**src/srwb_pkg.sv**
```systemverilog
`default_nettype none

package srwb_pkg;

    // ----------------------------------------------------------------
    // register offsets
    // ----------------------------------------------------------------
    localparam logic [7:0] OFS_CTRL = 8'h00;
    localparam logic [7:0] OFS_BAUD = 8'h04;
    localparam logic [7:0] OFS_IRQ_EN = 8'h08;
    localparam logic [7:0] OFS_STATUS = 8'h0C;
    localparam logic [7:0] OFS_CLEAR = 8'h10;
    localparam logic [7:0] OFS_DATA = 8'h14;

    // ----------------------------------------------------------------
    // field positions
    // ----------------------------------------------------------------
    localparam int CTRL_SLEEP = 0;
    localparam int CTRL_BY_ADDR = 1;
    localparam int CTRL_NINE = 2;
    localparam int BAUD_PRE_LSB = 0;
    localparam int BAUD_RATE_LSB = 2;
    localparam int FLG_FULL = 0;
    localparam int FLG_OVR = 1;
    localparam int FLG_IDLE = 2;
    localparam int FLG_NOISE = 3;
    localparam int FLG_FERR = 4;

    // ----------------------------------------------------------------
    // reset values
    // ----------------------------------------------------------------
    localparam logic [2:0] CTRL_RST = 3'h0;
    localparam logic [4:0] BAUD_RST = 5'h00;
    localparam logic [4:0] IRQ_EN_RST = 5'h00;
    localparam logic [4:0] FLAGS_RST = 5'h00;

    // ----------------------------------------------------------------
    // timing counts
    // ----------------------------------------------------------------
    localparam int XTAL_PER_BUS = 4;
    localparam logic [3:0] PRE_DIV_0 = 4'h1;
    localparam logic [3:0] PRE_DIV_1 = 4'h3;
    localparam logic [3:0] PRE_DIV_2 = 4'h4;
    localparam logic [3:0] PRE_DIV_3 = 4'hD;
    localparam logic [3:0] OVERSAMPLE_LAST = 4'hF;
    localparam logic [7:0] IDLE_SAMPLES_8 = 8'hA0;
    localparam logic [7:0] IDLE_SAMPLES_9 = 8'hB0;

endpackage

`default_nettype wire

```
**src/srwb_baud_if.sv**
```systemverilog
`default_nettype none

// ----------------------------------------------------------------
// baud chain control and tick carrier
// ----------------------------------------------------------------
interface srwb_baud_if;
    logic [1:0] prescale_select;
    logic [2:0] rate_select;
    logic sample_clock;
    logic bit_clock;

    modport gen (input prescale_select, input rate_select, output sample_clock, output bit_clock);
    modport user (output prescale_select, output rate_select, input sample_clock, input bit_clock);
endinterface

`default_nettype wire

```
**src/srwb_baud_gen.sv**
```systemverilog
`default_nettype none

module srwb_baud_gen #(
    parameter int STAGES = 7
) (
    input wire logic pclk,
    input wire logic presetn,
    srwb_baud_if.gen baud
);

    // elaboration check: rate select 7 taps the seventh stage
    if (STAGES < 7) begin : g_bad_stages
        $error("srwb_baud_gen: STAGES must be at least 7");
    end

    logic [3:0] pre_cnt_q, pre_cnt_d;
    logic [STAGES-1:0] chain_q, chain_d;
    logic smp_q, smp_d;
    logic [3:0] ovs_q, ovs_d;
    logic bit_q, bit_d;
    logic [3:0] pre_div;
    logic pre_tick;
    logic [STAGES-1:0] tap_mask;

    // ----------------------------------------------------------------
    // prescaler, divide-by-two chain and tap
    // ----------------------------------------------------------------
    always_comb begin
        case (baud.prescale_select)
            2'h0: pre_div = srwb_pkg::PRE_DIV_0;
            2'h1: pre_div = srwb_pkg::PRE_DIV_1;
            2'h2: pre_div = srwb_pkg::PRE_DIV_2;
            default: pre_div = srwb_pkg::PRE_DIV_3;
        endcase
        pre_tick = (pre_cnt_q >= pre_div - 4'h1);
        pre_cnt_d = pre_tick ? 4'h0 : pre_cnt_q + 4'h1;
        chain_d = pre_tick ? chain_q + 1'b1 : chain_q;
        tap_mask = STAGES'((1 << baud.rate_select) - 1);
        smp_d = pre_tick && ((chain_q & tap_mask) == tap_mask);
        ovs_d = smp_q ? ovs_q + 4'h1 : ovs_q;
        bit_d = smp_q && (ovs_q == srwb_pkg::OVERSAMPLE_LAST);
    end

    // registers of the chain
    always_ff @(posedge pclk or negedge presetn) begin
        if (!presetn) begin
            pre_cnt_q <= 4'h0;
            chain_q <= '0;
            smp_q <= 1'b0;
            ovs_q <= 4'h0;
            bit_q <= 1'b0;
        end else begin
            pre_cnt_q <= pre_cnt_d;
            chain_q <= chain_d;
            smp_q <= smp_d;
            ovs_q <= ovs_d;
            bit_q <= bit_d;
        end
    end

    assign baud.sample_clock = smp_q;
    assign baud.bit_clock = bit_q;

    // ----------------------------------------------------------------
    // checks
    // ----------------------------------------------------------------
    logic [4:0] smp_since_bit_q;

    // sample ticks seen since the last bit tick
    always_ff @(posedge pclk or negedge presetn) begin
        if (!presetn) begin
            smp_since_bit_q <= 5'h00;
        end else if (bit_q) begin
            smp_since_bit_q <= 5'h00;
        end else if (smp_q) begin
            smp_since_bit_q <= smp_since_bit_q + 5'h01;
        end
    end

    a_bit_clock_div: assert property (@(posedge pclk) disable iff (!presetn)
        smp_since_bit_q <= 5'h10)
        else $error("bit clock slower than sample clock over 16");

    a_prescale_thirteen: assert property (@(posedge pclk) disable iff (!presetn)
        (pre_tick && baud.prescale_select == 2'h3 && $stable(baud.prescale_select))
        |=> !pre_tick [*8])
        else $error("divide by 13 prescaler ticked too early");

    a_fastest_tap: assert property (@(posedge pclk) disable iff (!presetn)
        (presetn && baud.prescale_select == 2'h0 && baud.rate_select == 3'h0)[*2] |-> smp_q)
        else $error("undivided tap did not tick every cycle");

endmodule // srwb_baud_gen

`default_nettype wire

```
**src/srwb_rx_wakeup.sv**
```systemverilog
`default_nettype none

module srwb_rx_wakeup #(
    parameter int DATA_W = 9
) (
    input wire logic pclk,
    input wire logic presetn,
    input wire logic psel,
    input wire logic penable,
    input wire logic pwrite,
    input wire logic [7:0] paddr,
    input wire logic [31:0] pwdata,
    output logic [31:0] prdata,
    output logic pready,
    output logic pslverr,
    input wire logic rx_line,
    input wire logic rx_msb_pulse,
    input wire logic rx_msb_value,
    input wire logic frame_done,
    input wire logic [DATA_W-1:0] frame_data,
    input wire logic frame_noise,
    input wire logic frame_ferr,
    output logic nine_bit_format,
    output logic sample_clock,
    output logic bit_clock,
    output logic irq
);

    // elaboration check: the data register and its read path assume nine bits
    if (DATA_W != 9) begin : g_bad_width
        $error("srwb_rx_wakeup: DATA_W must be 9");
    end

    srwb_baud_if baud_bus();

    // the chain runs on pclk, the bus-rate clock
    srwb_baud_gen #(.STAGES(7)) u_baud (
        .pclk(pclk),
        .presetn(presetn),
        .baud(baud_bus.gen)
    );

    // ----------------------------------------------------------------
    // apb slave
    // ----------------------------------------------------------------
    logic pready_q, pready_d;
    logic pslverr_q, pslverr_d;
    logic [31:0] prdata_q, prdata_d;
    logic [2:0] ctrl_q, ctrl_d;
    logic [4:0] baud_q, baud_d;
    logic [4:0] en_q, en_d;
    logic [4:0] flags_q, flags_d;
    logic [DATA_W-1:0] data_q, data_d;
    logic irq_q, irq_d;
    logic access, wr_now, mapped;
    logic wr_ctrl, wr_clear;

    // decode: one wait state, access completes on the second cycle
    always_comb begin
        access = psel && penable;
        wr_now = access && pready_q && pwrite;
        mapped = (paddr == srwb_pkg::OFS_CTRL) || (paddr == srwb_pkg::OFS_BAUD)
            || (paddr == srwb_pkg::OFS_IRQ_EN) || (paddr == srwb_pkg::OFS_STATUS)
            || (paddr == srwb_pkg::OFS_CLEAR) || (paddr == srwb_pkg::OFS_DATA);
        wr_ctrl = wr_now && (paddr == srwb_pkg::OFS_CTRL);
        wr_clear = wr_now && (paddr == srwb_pkg::OFS_CLEAR);
        pready_d = access && !pready_q;
        pslverr_d = access && !pready_q && !mapped;
        prdata_d = prdata_q;
        if (access && !pready_q) begin
            case (paddr)
                srwb_pkg::OFS_CTRL: prdata_d = {29'h0, ctrl_q};
                srwb_pkg::OFS_BAUD: prdata_d = {27'h0, baud_q};
                srwb_pkg::OFS_IRQ_EN: prdata_d = {27'h0, en_q};
                srwb_pkg::OFS_STATUS: prdata_d = {27'h0, flags_q};
                srwb_pkg::OFS_DATA: prdata_d = {23'h0, data_q};
                default: prdata_d = 32'h0;
            endcase
        end
    end

    // bus answer registers
    always_ff @(posedge pclk or negedge presetn) begin
        if (!presetn) begin
            pready_q <= 1'b0;
            pslverr_q <= 1'b0;
            prdata_q <= 32'h0;
        end else begin
            pready_q <= pready_d;
            pslverr_q <= pslverr_d;
            prdata_q <= prdata_d;
        end
    end

    // ----------------------------------------------------------------
    // idle line detection
    // ----------------------------------------------------------------
    logic [7:0] quiet_cnt_q, quiet_cnt_d;
    logic busy_q, busy_d;
    logic quiet_event;
    logic [7:0] quiet_len;

    // count sample ticks at 1; flag only the busy-to-idle change
    always_comb begin
        quiet_len = ctrl_q[srwb_pkg::CTRL_NINE] ? srwb_pkg::IDLE_SAMPLES_9
            : srwb_pkg::IDLE_SAMPLES_8;
        quiet_cnt_d = quiet_cnt_q;
        busy_d = busy_q;
        quiet_event = 1'b0;
        if (!rx_line) begin
            quiet_cnt_d = 8'h00;
            busy_d = 1'b1;
        end else if (baud_bus.sample_clock && busy_q) begin
            if (quiet_cnt_q >= quiet_len - 8'h01) begin
                quiet_event = 1'b1;
                busy_d = 1'b0;
                quiet_cnt_d = 8'h00;
            end else begin
                quiet_cnt_d = quiet_cnt_q + 8'h01;
            end
        end
    end

    // idle detector state; the line counts as busy after reset
    always_ff @(posedge pclk or negedge presetn) begin
        if (!presetn) begin
            quiet_cnt_q <= 8'h00;
            busy_q <= 1'b1;
        end else begin
            quiet_cnt_q <= quiet_cnt_d;
            busy_q <= busy_d;
        end
    end

    // ----------------------------------------------------------------
    // control, flags, data and interrupt
    // ----------------------------------------------------------------
    logic sleep_q;
    logic by_addr;
    logic wake_clr;
    logic [4:0] set_v;
    logic [4:0] irq_mask;

    assign sleep_q = ctrl_q[srwb_pkg::CTRL_SLEEP];
    assign by_addr = ctrl_q[srwb_pkg::CTRL_BY_ADDR];

    // wake-up, flag setting with set over clear, interrupt gating
    always_comb begin
        ctrl_d = ctrl_q;
        baud_d = baud_q;
        en_d = en_q;
        data_d = data_q;
        wake_clr = 1'b0;
        if (sleep_q && !by_addr && quiet_event) begin
            wake_clr = 1'b1;
        end
        if (sleep_q && by_addr && rx_msb_pulse && rx_msb_value) begin
            wake_clr = 1'b1;
        end
        if (wake_clr) begin
            ctrl_d[srwb_pkg::CTRL_SLEEP] = 1'b0;
        end
        if (wr_ctrl) begin
            ctrl_d = pwdata[2:0];
        end
        if (wr_now && paddr == srwb_pkg::OFS_BAUD) begin
            baud_d = pwdata[4:0];
        end
        if (wr_now && paddr == srwb_pkg::OFS_IRQ_EN) begin
            en_d = {2'h0, pwdata[srwb_pkg::FLG_IDLE], 1'b0, pwdata[srwb_pkg::FLG_FULL]};
        end
        set_v = 5'h00;
        if (!sleep_q) begin
            if (frame_done && flags_q[srwb_pkg::FLG_FULL]) begin
                set_v[srwb_pkg::FLG_OVR] = 1'b1;
            end else if (frame_done) begin
                set_v[srwb_pkg::FLG_FULL] = 1'b1;
                set_v[srwb_pkg::FLG_NOISE] = frame_noise;
                set_v[srwb_pkg::FLG_FERR] = frame_ferr;
                data_d = frame_data;
            end
            set_v[srwb_pkg::FLG_IDLE] = quiet_event;
        end
        flags_d = flags_q;
        if (wr_clear) begin
            flags_d = flags_q & ~pwdata[4:0];
        end
        flags_d = flags_d | set_v;
        irq_mask = {2'h0, en_d[srwb_pkg::FLG_IDLE], en_d[srwb_pkg::FLG_FULL],
            en_d[srwb_pkg::FLG_FULL]};
        irq_d = |(flags_d & irq_mask);
    end

    // control and status registers
    always_ff @(posedge pclk or negedge presetn) begin
        if (!presetn) begin
            ctrl_q <= srwb_pkg::CTRL_RST;
            baud_q <= srwb_pkg::BAUD_RST;
            en_q <= srwb_pkg::IRQ_EN_RST;
            flags_q <= srwb_pkg::FLAGS_RST;
            data_q <= '0;
            irq_q <= 1'b0;
        end else begin
            ctrl_q <= ctrl_d;
            baud_q <= baud_d;
            en_q <= en_d;
            flags_q <= flags_d;
            data_q <= data_d;
            irq_q <= irq_d;
        end
    end

    // ----------------------------------------------------------------
    // outputs
    // ----------------------------------------------------------------
    assign baud_bus.prescale_select = baud_q[srwb_pkg::BAUD_PRE_LSB +: 2];
    assign baud_bus.rate_select = baud_q[srwb_pkg::BAUD_RATE_LSB +: 3];
    assign prdata = prdata_q;
    assign pready = pready_q;
    assign pslverr = pslverr_q;
    assign nine_bit_format = ctrl_q[srwb_pkg::CTRL_NINE];
    assign sample_clock = baud_bus.sample_clock;
    assign bit_clock = baud_bus.bit_clock;
    assign irq = irq_q;

    // ----------------------------------------------------------------
    // checks
    // ----------------------------------------------------------------
    a_rx_irq_on: assert property (@(posedge pclk) disable iff (!presetn)
        (en_q[srwb_pkg::FLG_FULL] && (flags_q[srwb_pkg::FLG_FULL] || flags_q[srwb_pkg::FLG_OVR]))
        |-> irq_q)
        else $error("receive flag enabled but no interrupt");

    a_rx_irq_polled: assert property (@(posedge pclk) disable iff (!presetn)
        (!en_q[srwb_pkg::FLG_FULL]
            && !(en_q[srwb_pkg::FLG_IDLE] && flags_q[srwb_pkg::FLG_IDLE]))
        |-> !irq_q)
        else $error("interrupt while receive enable is off");

    a_idle_irq_hold: assert property (@(posedge pclk) disable iff (!presetn)
        (en_q[srwb_pkg::FLG_IDLE] && flags_q[srwb_pkg::FLG_IDLE]) |-> irq_q)
        else $error("idle interrupt not held");

    a_idle_once: assert property (@(posedge pclk) disable iff (!presetn)
        $rose(flags_q[srwb_pkg::FLG_IDLE]) |-> $past(quiet_event) && !busy_q)
        else $error("idle flag set without busy-to-idle change");

    a_sleep_inhibit: assert property (@(posedge pclk) disable iff (!presetn)
        sleep_q |=> ((flags_q & ~$past(flags_q)) == 5'h00))
        else $error("status flag set while asleep");

    a_idle_wake: assert property (@(posedge pclk) disable iff (!presetn)
        (sleep_q && !by_addr && quiet_event && !wr_ctrl) |=> !sleep_q)
        else $error("idle line did not wake receiver");

    a_addr_wake: assert property (@(posedge pclk) disable iff (!presetn)
        (sleep_q && by_addr && rx_msb_pulse && rx_msb_value && !wr_ctrl) |=> !sleep_q)
        else $error("address mark did not wake receiver");

    a_method_select: assert property (@(posedge pclk) disable iff (!presetn)
        (sleep_q && by_addr && !(rx_msb_pulse && rx_msb_value) && !wr_ctrl) |=> sleep_q)
        else $error("unselected method cleared sleep bit");

    a_sleep_write: assert property (@(posedge pclk) disable iff (!presetn)
        wr_ctrl |=> sleep_q == $past(pwdata[0]))
        else $error("sleep bit did not follow software write");

    a_idle_irq_off: assert property (@(posedge pclk) disable iff (!presetn)
        (!en_q[srwb_pkg::FLG_IDLE]
            && !(en_q[srwb_pkg::FLG_FULL]
            && (flags_q[srwb_pkg::FLG_FULL] || flags_q[srwb_pkg::FLG_OVR])))
        |-> !irq_q)
        else $error("idle flag requested with its enable off");

    a_rx_full_set: assert property (@(posedge pclk) disable iff (!presetn)
        (!sleep_q && frame_done && !flags_q[srwb_pkg::FLG_FULL])
        |=> flags_q[srwb_pkg::FLG_FULL] && data_q == $past(frame_data))
        else $error("awake frame not received");

    a_overrun_keep: assert property (@(posedge pclk) disable iff (!presetn)
        (!sleep_q && frame_done && flags_q[srwb_pkg::FLG_FULL])
        |=> flags_q[srwb_pkg::FLG_OVR] && $stable(data_q))
        else $error("overrun lost or overwrote data");

    a_sleep_data_hold: assert property (@(posedge pclk) disable iff (!presetn)
        sleep_q |=> $stable(data_q))
        else $error("data stored while asleep");

endmodule // srwb_rx_wakeup

`default_nettype wire

```
**config.mk**
```make
export PLATFORM = sky130hd
export DESIGN_NAME = srwb_rx_wakeup
export DESIGN_NICKNAME = d
export VERILOG_FILES = /design/src/srwb_pkg.sv /design/src/srwb_baud_if.sv /design/src/srwb_baud_gen.sv /design/src/srwb_rx_wakeup.sv
export SDC_FILE = /design/constraint.sdc
export NUM_CORES = 1
export LEC_CHECK = 0
export BUFFER_PORTS_ARGS = -buffer_cell sky130_fd_sc_hd__buf_2
export CAP_MARGIN = 20
export CORE_UTILIZATION = 30
export DETAILED_ROUTE_END_ITERATION = 10
export GPL_TIMING_DRIVEN = 0
export SLEW_MARGIN = 25
export SYNTH_ARGS = -nofsm -noshare
export SYNTH_HDL_FRONTEND = slang
export SYNTH_SLANG_ARGS = --single-unit
```
**constraint.sdc**
```tcl
create_clock -name pclk -period 2.9 [get_ports pclk]
set_clock_uncertainty 0.2 [all_clocks]
set_input_delay 0 -clock pclk [delete_from_list [all_inputs] [get_ports pclk]]
set_output_delay 0 -clock pclk [all_outputs]
set_load 0.01 [all_outputs]
```
==> flow_metrics.tcl, run 1 <==
set metrics [dict create \
    p_leak_uw 0.00212 \
    grtUsageTotal 0.138 \
    cts_made_buffers 9 \
    fin_crit_sh 0.944 \
    avgViaCountPerCell 4.61 \
    synth_area_leader_cell "dfrtp_1" \
    switching_share 0.286 \
    htree_num_levels 3 \
    grt_max_degree 63 \
    path_buf_inv 2 \
    die_area_um2 11300 \
    synth_top_area_frac 0.469 \
    clk_pin_slew_ps 70 \
    postSynthAreaPerCell_um2 10.4 \
    final_nets 511 \
    holdPathStages 3 \
    drt_iter0_drc 90 \
    cts_sinks 62 \
    cp_cell_sequence "inv_1 > ha_1 > a211o_1 > a22oi_2 > nor2_1 > a311oi_2 > dlygate4sd3_1 > a21o_1" \
    r2r.worst_path.cells 8 \
    cp-start-kind "flop" \
    wl_mm 7.29 \
    cts_tree "done" \
    share_comb_of_total_power 0.206 \
    final.setup.tns_ps 0 \
    clock_path_buffers 2 \
    p_seq_frac 0.431 \
    netSwitchingPower_uw 728 \
    row_count 37 \
    required_ps 2980 \
    rr_startpoint "ctrl_q[2]$_DFFE_PN0P_" \
    synth_area_leaders "dfrtp_1, buf_4, mux2_2" \
    timing.rr.end "ctrl_q[0]$_DFFE_PN0P_" \
    setup_viol 0 \
    cp_top_family "compound AO/OA/AOI/OAI gates" \
    power_density_nw_per_um2 573 \
    dieHeight_um 106 \
    cp_slowest_stage_delay_ps 590 \
    hpwl_mm 5.05 \
    drt_pass1_iterations 4 \
    pwr-share-clk 0.363 \
    final_util 0.427 \
    syn_inst 314 \
    port_buffers 47 \
    vias 2671 \
    insertion_delay_ps 340 \
    finalHoldViolations 0 \
    synth-async-reset-ratio 1.00 \
    cts_setup_buffers 0 \
    synth_enable_flop_cells 0 \
    crit_path_max_fanout 4 \
    slowest_stage "dlygate4sd3_1" \
    rsz0062_at_grt "no" \
    overflow 0 \
    period_needed_ps 2740 \
    fmax_mhz 365 \
    synth_seq_area_share 0.477 \
    routabilityCongestion 0.792 \
    layout.cells.most_common "dfrtp_1" \
    outcome "finished, final reports clean" \
    intPower_uw 1820 \
    n_fill_cell 1029 \
    netlist_area_um2 3260 \
    hold_path.class "input pin to flop" \
    synth_cell_types 53 \
    fin_hold_ws_ps 33.7 \
    core-area_um2 10400 \
    route.detailed.wl_per_inst_um 12.6 \
    report.final.slew_viol_count 0 \
    antenna_found_initial 0 \
    end_kind "flop" \
    ant_nets 0 \
    mostFrequentLayoutCells "dfrtp_1, buf_2, dlygate4sd3_1" \
    synth_warnings 0 \
    grt_pass1_vias 2619 \
    cp_data_arrival_time_ps 2820 \
    path_class "flop to flop" \
    slew_headroom 0.365 \
    max_cap_viol_count 0 \
    syn2layout_area_growth_pct 36.6 \
    tightest_slew_ps 945 \
    ys_seq_elements 62 \
    reg2reg_setup_slack_ps 160 \
    hold_start "frame_done" \
    dieWidth_um 106 \
    layout-drive-gt1-share 0.253 \
    boundaryPins 98 \
    drc 0 \
    start_util 0.313 \
    diodes 0 \
    synth_flop_cell "dfrtp_1" \
    hold_end "flags_q[1]$_DFF_PN0_" \
    clockRootBuffer "clkbuf_8" \
    max-vdd-ir-drop_v 0.000236 \
    grt_pass1_wl_mm 12.2 \
]
synthesized netlist by cell type, types with 2 or more instances:
| cell type | n |
|---|---|
| dfrtp_1 | 61 |
| nor2_1 | 24 |
| buf_4 | 23 |
| nand2_1 | 23 |
| o21ai_0 | 16 |
| mux2_2 | 15 |
| inv_1 | 14 |
| ha_1 | 13 |
| xnor2_1 | 10 |
| a21oi_1 | 9 |
| a22o_1 | 8 |
| clkbuf_1 | 8 |
| nor3_1 | 8 |
| nand4_1 | 7 |
| and3_1 | 6 |
| nand3_1 | 6 |
| mux2i_1 | 5 |
| nor2b_1 | 5 |
| xor2_1 | 4 |
| a21boi_0 | 3 |
| a22oi_1 | 3 |
| o22ai_1 | 3 |
| o31ai_1 | 3 |
| a221oi_1 | 2 |
| a31oi_1 | 2 |
| and2_1 | 2 |
| and4b_1 | 2 |
| nand2b_1 | 2 |
| nand3b_1 | 2 |
| nor4_1 | 2 |
power groups by stage:
stage	clock, uW	combinational (uW)	sequential [uW]
floorplan	0	365	1090
global placement	0	479	1110
detailed placement	0	493	1110
CTS	950	530	1100
global route	994	597	1120
finish	924	526	1100
metrics by stage:
stage                     cell area, um^2  power (uW)  worst slack, ps  instances
after floorplan                      3340        1460              671        336
after global placement               3740        1590              278        519
after detailed placement             3750        1610              258        519
after CTS                            4430        2580             91.8        579
after global routing                 4450        2710             10.7        579
final                                4450        2550              162        579
kinds of logic after synthesis:
family / synth area share
fa+ha+maj: 0.0500
xor+xnor: 0.0377
compound gates: 0.121
mux: 0.0719
buf+inv: 0.0830
flops: 0.477
other cells: 0.00115
simple gates: 0.158
what timing repair did:
item | 4_1_cts | 5_1_grt
resized for setup | 0 | 4
endpoints found under the hold margin | 102 | 0
setup endpoints to repair | 0 | 1
hold buffers | 44 | 0
layer usage:
| layer | global-route usage | vias to the layer above | share of wire |
|---|---|---|---|
| li1 | - | 1320 | - |
| met1 | 0.180 | 1284 | 0.47 |
| met3 | 0.0435 | 6 | 0.050 |
| met4 | 0.0327 | 0 | 0.0080 |
| met2 | 0.224 | 61 | 0.48 |
| met5 | 0 | - | 0 |
area by class of cell:
class	count	area (um^2)	share of cell area
Multi-Input combinational cell	227	1530	0.344
Clock buffer	9	124	0.0278
Tap cell	136	170	0.0383
Timing Repair Buffer	91	678	0.152
Buffer	33	218	0.0489
Clock inverter	7	123	0.0276
Inverter	14	52.6	0.0118
Sequential cell	62	1550	0.349
worst register-to-register path, delay by kind of cell, from the launching register on:
family          cells  cell delay (ps)
compound gates      4              960
buf+inv             2              660
flops               1              420
fa+ha+maj           1              300
simple gates        1              140
how the worst max path moves through the flow:
stage,endpoint,start,slack (ps),cells past startpoint
after floorplan,u_baud.chain_q[4]$_DFFE_PN0N_,baud_q[0]$_DFFE_PN0P_,670,8
after global placement,u_baud.chain_q[6]$_DFFE_PN0N_,baud_q[0]$_DFFE_PN0P_,280,8
after detailed placement,u_baud.chain_q[6]$_DFFE_PN0N_,baud_q[0]$_DFFE_PN0P_,260,8
after CTS,ctrl_q[0]$_DFFE_PN0P_,ctrl_q[2]$_DFFE_PN0P_,90,8
after global routing,flags_q[3]$_DFF_PN0_,paddr[1],10,8
final,ctrl_q[0]$_DFFE_PN0P_,ctrl_q[2]$_DFFE_PN0P_,160,8
sequential cells by signal (all words and copies together) (netlist names), 3 cells and up:
| register | flops |
|---|---|
| ctrl_q | 3 |
| u_baud.chain_q | 7 |
| quiet_cnt_q | 8 |
| u_baud.pre_cnt_q | 4 |
| flags_q | 5 |
| baud_q | 5 |
| u_baud.ovs_q | 4 |
| prdata | 9 |
| data_q | 9 |
(Power assumes the default switching activity.)
==> inputs of run 2 (changes only) <==
ABC_AREA = 1   (was default)
PLACE_DENSITY = 0.53   (was default)
==> flow_metrics.tcl, run 2 <==
set metrics [dict create \
    synth_area_leaders "dfrtp_1, nand2_1, buf_4" \
    boundaryPins 98 \
    synth_warnings 0 \
    netlist_area_um2 3410 \
    htree_num_levels 3 \
    ys_top_cells_by_count "nand2_1, dfrtp_1, inv_1, nand3_1, nor2_1" \
    dpl_worst_slack_ps 671 \
    cp_top_family "buffers and inverters" \
    synth_seq_area_share 0.455 \
    period_needed_ps 2350 \
    dieWidth_um 109 \
    cts_tree "done" \
    hold_path.class "input pin to async pin" \
    crit_top_cell "dlygate4sd3_1" \
    path_buf_inv 4 \
    row_count 38 \
    postSynthAreaPerCell_um2 8.60 \
    route.detailed.wl_per_inst_um 11.4 \
    power_uw 2610 \
    synth_flop_cell "dfrtp_1" \
    n_fill_cell 1090 \
    hpwl_mm 5.45 \
    synth_most_common_cell "nand2_1" \
    layout-drive-gt1-share 0.232 \
    synth_enable_flop_cells 0 \
    drc 0 \
    drt_pass1_iterations 4 \
    report.final.slew_viol_count 0 \
    final_util 0.418 \
    layout.cells.most_common "nand2_1" \
    rsz0062_at_grt "no" \
    fin_crit_sh 0.810 \
    final.setup.tns_ps 0 \
    power_density_nw_per_um2 568 \
    wl_mm 7.48 \
    syn_inst 397 \
    grt_pass1_wl_mm 12.7 \
    grt_pass1_vias 2827 \
    dieHeight_um 109 \
    grtUsageTotal 0.141 \
    routabilityCongestion 0.840 \
    outcome "finished, final reports clean" \
    clk_pin_slew_ps 50 \
    start_util 0.311 \
    avgViaCountPerCell 4.31 \
    vias 2830 \
    crit_path_max_fanout 5 \
    max_cap_viol_count 0 \
    synth_top_area_frac 0.447 \
    ys_seq_elements 62 \
    grt_max_degree 46 \
    synth-async-reset-ratio 1.00 \
    drt_iter0_drc 79 \
    die_area_um2 11800 \
    diodes 0 \
    dpl_cell_area_um2 3930 \
    slew_headroom 0.529 \
    tightest_slew_ps 705 \
    syn2layout_area_growth_pct 34.6 \
    cp-start-kind "input pin" \
    overflow 0 \
    fmax_mhz 425 \
    final_nets 585 \
    ant_nets 0 \
    max-vdd-ir-drop_v 0.000426 \
    synth_area_leader_cell "dfrtp_1" \
    synth_cell_types 35 \
    cp_cell_sequence "dlygate4sd3_1 > buf_2 > nor2_4 > nand3_1 > nor2_4 > nand3_1 > dlygate4sd3_1 > nand2_1 > dlygate4sd3_1" \
    cts_sinks 62 \
    required_ps 2960 \
    cp_slowest_stage_delay_ps 570 \
    slowest_stage "dlygate4sd3_1" \
    p_leak_uw 0.00231 \
    port_buffers 46 \
    clockRootBuffer "clkbuf_16" \
    insertion_delay_ps 330 \
    path_class "input pin to flop" \
    design_area_um2 4600 \
    cp_data_arrival_time_ps 2410 \
    layout_setup_ws_ps 550 \
    mostFrequentLayoutCells "nand2_1, dfrtp_1, inv_1, buf_2, nand3_1" \
    setup_viol 0 \
    clock_path_buffers 2 \
    end_kind "flop" \
    antenna_found_initial 0 \
    core-area_um2 11000 \
    finalHoldViolations 0 \
    cts_made_buffers 9 \
]
-- run 2: routing by layer --
layer  wire, um  vias to the layer above  GRT usage
met1       3430                     1297      0.171
li1           -                     1457          -
met3        350                       11     0.0317
met5          0                        -          0
met4        141                        0     0.0647
met2       3550                       65      0.236
-- run 2: cell families after synthesis --
logic type / Yosys count / synth area share
flops: 62 / 0.455
buf+inv: 78 / 0.118
xor+xnor: 15 / 0.0385
compound gates: 36 / 0.0601
mux: 5 / 0.0165
other cells: 1 / 0.00110
fa+ha+maj: 13 / 0.0476
simple gates: 187 / 0.264
-- run 2: cell type report --
| cell class | count | area (um^2) | share of cell area |
|---|---|---|---|
| plain buffers | 28 | 213 | 0.0463 |
| well taps | 140 | 175 | 0.0381 |
| clock inverters | 6 | 86.3 | 0.0188 |
| flip-flops and latches | 62 | 1550 | 0.338 |
| clock buffers | 10 | 229 | 0.0498 |
| inverters | 50 | 189 | 0.0411 |
| repair buffers | 82 | 608 | 0.132 |
| multi-input cells | 279 | 1540 | 0.336 |
-- run 2: timing repair --
item | in CTS | in global routing
endpoints found under the hold margin | 105 | 1
setup buffers | 0 | 1
hold buffers | 35 | 1
endpoints found under the setup margin | 0 | 1
gates resized for setup | 0 | 0
-- run 2: through the flow --
stage	std cells	hold slack, ps
floorplan	419	-496
global placement	605	35.2
detailed placement	606	-303
CTS	657	4.50
global route	657	4.90
finish	657	10.5
-- run 2: path summary, 6_finish.rpt --
check	from	endpoint	slack (ps)	cells past startpoint
worst max-delay path	paddr[1]	en_q[2]$_DFF_PN0_	550	9
worst min-delay path	presetn	busy_q$_DFFE_PN1P_	10	2
worst max register to register	pready$_DFF_PN0_	en_q[2]$_DFF_PN0_	590	6
worst min register to register	u_baud.ovs_q[3]$_DFFE_PN0P_	u_baud.ovs_q[3]$_DFFE_PN0P_	270	1
max in group asynchronous	presetn	quiet_cnt_q[7]$_DFFE_PN0P_	1370	3
min in group pclk	paddr[5]	pslverr$_DFF_PN0_	10	5
-- run 2: power breakdown --
part / switching, uW / leakage (uW) / internal (uW) / total (uW)
Clock: 383 / 0.000152 / 750 / 1130
Combinational: 201 / 0.00138 / 195 / 397
Sequential: 80.7 / 0.000785 / 999 / 1080
==> inputs of run 3 (changes only) <==
PLACE_DENSITY = 0.55   (was 0.53)
clock period = 1.9 ns   (was 2.9 ns; I/O delays follow)
==> flow_metrics.tcl, run 3 (synthesis results as in run 2) <==
set metrics [dict create \
    switching_share 0.241 \
    grt_max_degree 33 \
    syn2layout_area_growth_pct 39.1 \
    clockRootBuffer "clkbuf_16" \
    boundaryPins 98 \
    overflow 0 \
    cp-start-kind "flop" \
    violations "setup timing" \
    final.setup.tns_ps -390 \
    grt_pass1_vias 2760 \
    drt_pass1_iterations 4 \
    max_cap_viol_count 0 \
    cp_top_family "adder cells" \
    hold_path.class "input pin to flop" \
    start_util 0.311 \
    dpl_worst_slack_ps -275 \
    required_ps 1910 \
    layout.cells.most_common "nand2_1" \
    fmax_mhz 511 \
    p_leak_uw 0.00238 \
    port_buffers 46 \
    cp_slowest_stage_delay_ps 420 \
    share_comb_of_total_power 0.142 \
    die_area_um2 11800 \
    dpl_cell_area_um2 3930 \
    r2r.worst_path.cells 9 \
    layout-drive-gt1-share 0.272 \
    n_fill_cell 1055 \
    p_seq_frac 0.388 \
    crit_path_max_fanout 7 \
    fin_crit_sh 1.03 \
    slowest_stage "dfrtp_1" \
    ant_nets 0 \
    hpwl_mm 5.58 \
    avgViaCountPerCell 4.39 \
    path_buf_inv 2 \
    wl_mm 7.62 \
    power_density_nw_per_um2 896 \
    cts_tree "done" \
    diodes 0 \
    antenna_found_initial 0 \
    clock_path_buffers 2 \
    cp_data_arrival_time_ps 1960 \
    dieWidth_um 109 \
    route.detailed.wl_per_inst_um 11.5 \
    pwr-share-clk 0.471 \
    cts_made_buffers 9 \
    row_count 38 \
    drc 0 \
    design_area_um2 4750 \
    end_kind "flop" \
    core-area_um2 11000 \
    power_uw 4250 \
    insertion_delay_ps 330 \
    outcome "finished with violations" \
    intPower_uw 3230 \
    report.final.slew_viol_count 0 \
    grtUsageTotal 0.139 \
    multi_input_area_um2 1620 \
    clk_pin_slew_ps 50 \
    crit_top_cell "ha_4" \
    period_needed_ps 1960 \
    cp_cell_sequence "ha_4 > ha_4 > inv_2 > o21bai_1 > nand3_1 > nand3_2 > buf_6 > nand2_1 > xnor2_1" \
    vias 2904 \
    cts_sinks 62 \
    setup_viol 12 \
    holdPathStages 7 \
    dp_cells 606 \
    htree_num_levels 3 \
    grt_pass1_wl_mm 12.6 \
    routabilityCongestion 0.805 \
    drt_iter0_drc 113 \
    final_nets 590 \
    layout.cells.non_filler 662 \
    register_area_um2 1550 \
    mostFrequentLayoutCells "nand2_1, dfrtp_1, buf_2" \
    path_class "flop to flop" \
    max-vdd-ir-drop_v 0.000464 \
    crit_cells 9 \
    dieHeight_um 109 \
    layout_setup_ws_ps -56.0 \
    rsz0062_at_grt "yes" \
    netSwitchingPower_uw 1020 \
    finalHoldViolations 0 \
]
-- run 3: area by class of cell --
type | count | area share
Clock inverter | 6 | 0.0282
Clock buffer | 10 | 0.0482
Inverter | 50 | 0.0403
Timing Repair Buffer | 87 | 0.133
Tap cell | 140 | 0.0369
Multi-Input combinational cell | 279 | 0.341
Buffer | 28 | 0.0456
Sequential cell | 62 | 0.327
-- run 3: repair_timing --
| item | in CTS | in global routing |
|---|---|---|
| setup endpoints to repair | 12 | 16 |
| buffers inserted | 4 | 5 |
| hold buffers | 31 | 0 |
| endpoints found under the hold margin | 104 | 0 |
| pin swaps | 3 | 10 |
| gates resized for setup | 7 | 9 |
-- run 3: per-stage QoR --
step / hold slack (ps) / util
CTS: 11.6 / 0.426
global placement: 33.3 / 0.356
global route: 62.1 / 0.432
finish: 14.2 / 0.432
floorplan: -496 / -
detailed placement: -232 / 0.358
-- run 3: power groups by stage --
stage / sequential [uW] / clock, uW / combinational (uW)
2_1_floorplan: 1650 / 0 / 391
3_5_place_dp: 1670 / 0 / 558
5_1_grt: 1680 / 2110 / 683
3_3_place_gp: 1660 / 0 / 528
4_1_cts: 1650 / 2050 / 605
6_report: 1650 / 2000 / 602
-- run 3: worst register-to-register path, cell delays in order, from the launching register on --
cell	delay (ps)
dfrtp_1	420
ha_4	260
ha_4	270
inv_2	30
o21bai_1	130
nand3_1	110
nand3_2	80
buf_6	140
nand2_1	70
xnor2_1	120
-- run 3: path summary, 6_finish.rpt --
path,slack (ps),end,from
worst min register to register,280,u_baud.ovs_q[3]$_DFFE_PN0P_,u_baud.ovs_q[3]$_DFFE_PN0P_
worst max register to register,-60,u_baud.chain_q[2]$_DFFE_PN0N_,baud_q[1]$_DFFE_PN0P_
worst min-delay path,10,flags_q[0]$_DFF_PN0_,paddr[5]
worst max-delay path,-60,u_baud.chain_q[2]$_DFFE_PN0N_,baud_q[1]$_DFFE_PN0P_
min in group asynchronous,490,u_baud.chain_q[0]$_DFFE_PN0N_,presetn
max in group asynchronous,440,busy_q$_DFFE_PN1P_,presetn
-- run 3: per-layer routing --
| metal | global-route usage | share of wire | vias up |
|---|---|---|---|
| li1 | - | - | 1471 |
| met1 | 0.167 | 0.45 | 1345 |
| met2 | 0.235 | 0.49 | 77 |
| met3 | 0.0281 | 0.040 | 11 |
| met4 | 0.0705 | 0.019 | 0 |
| met5 | 0 | 0 | - |
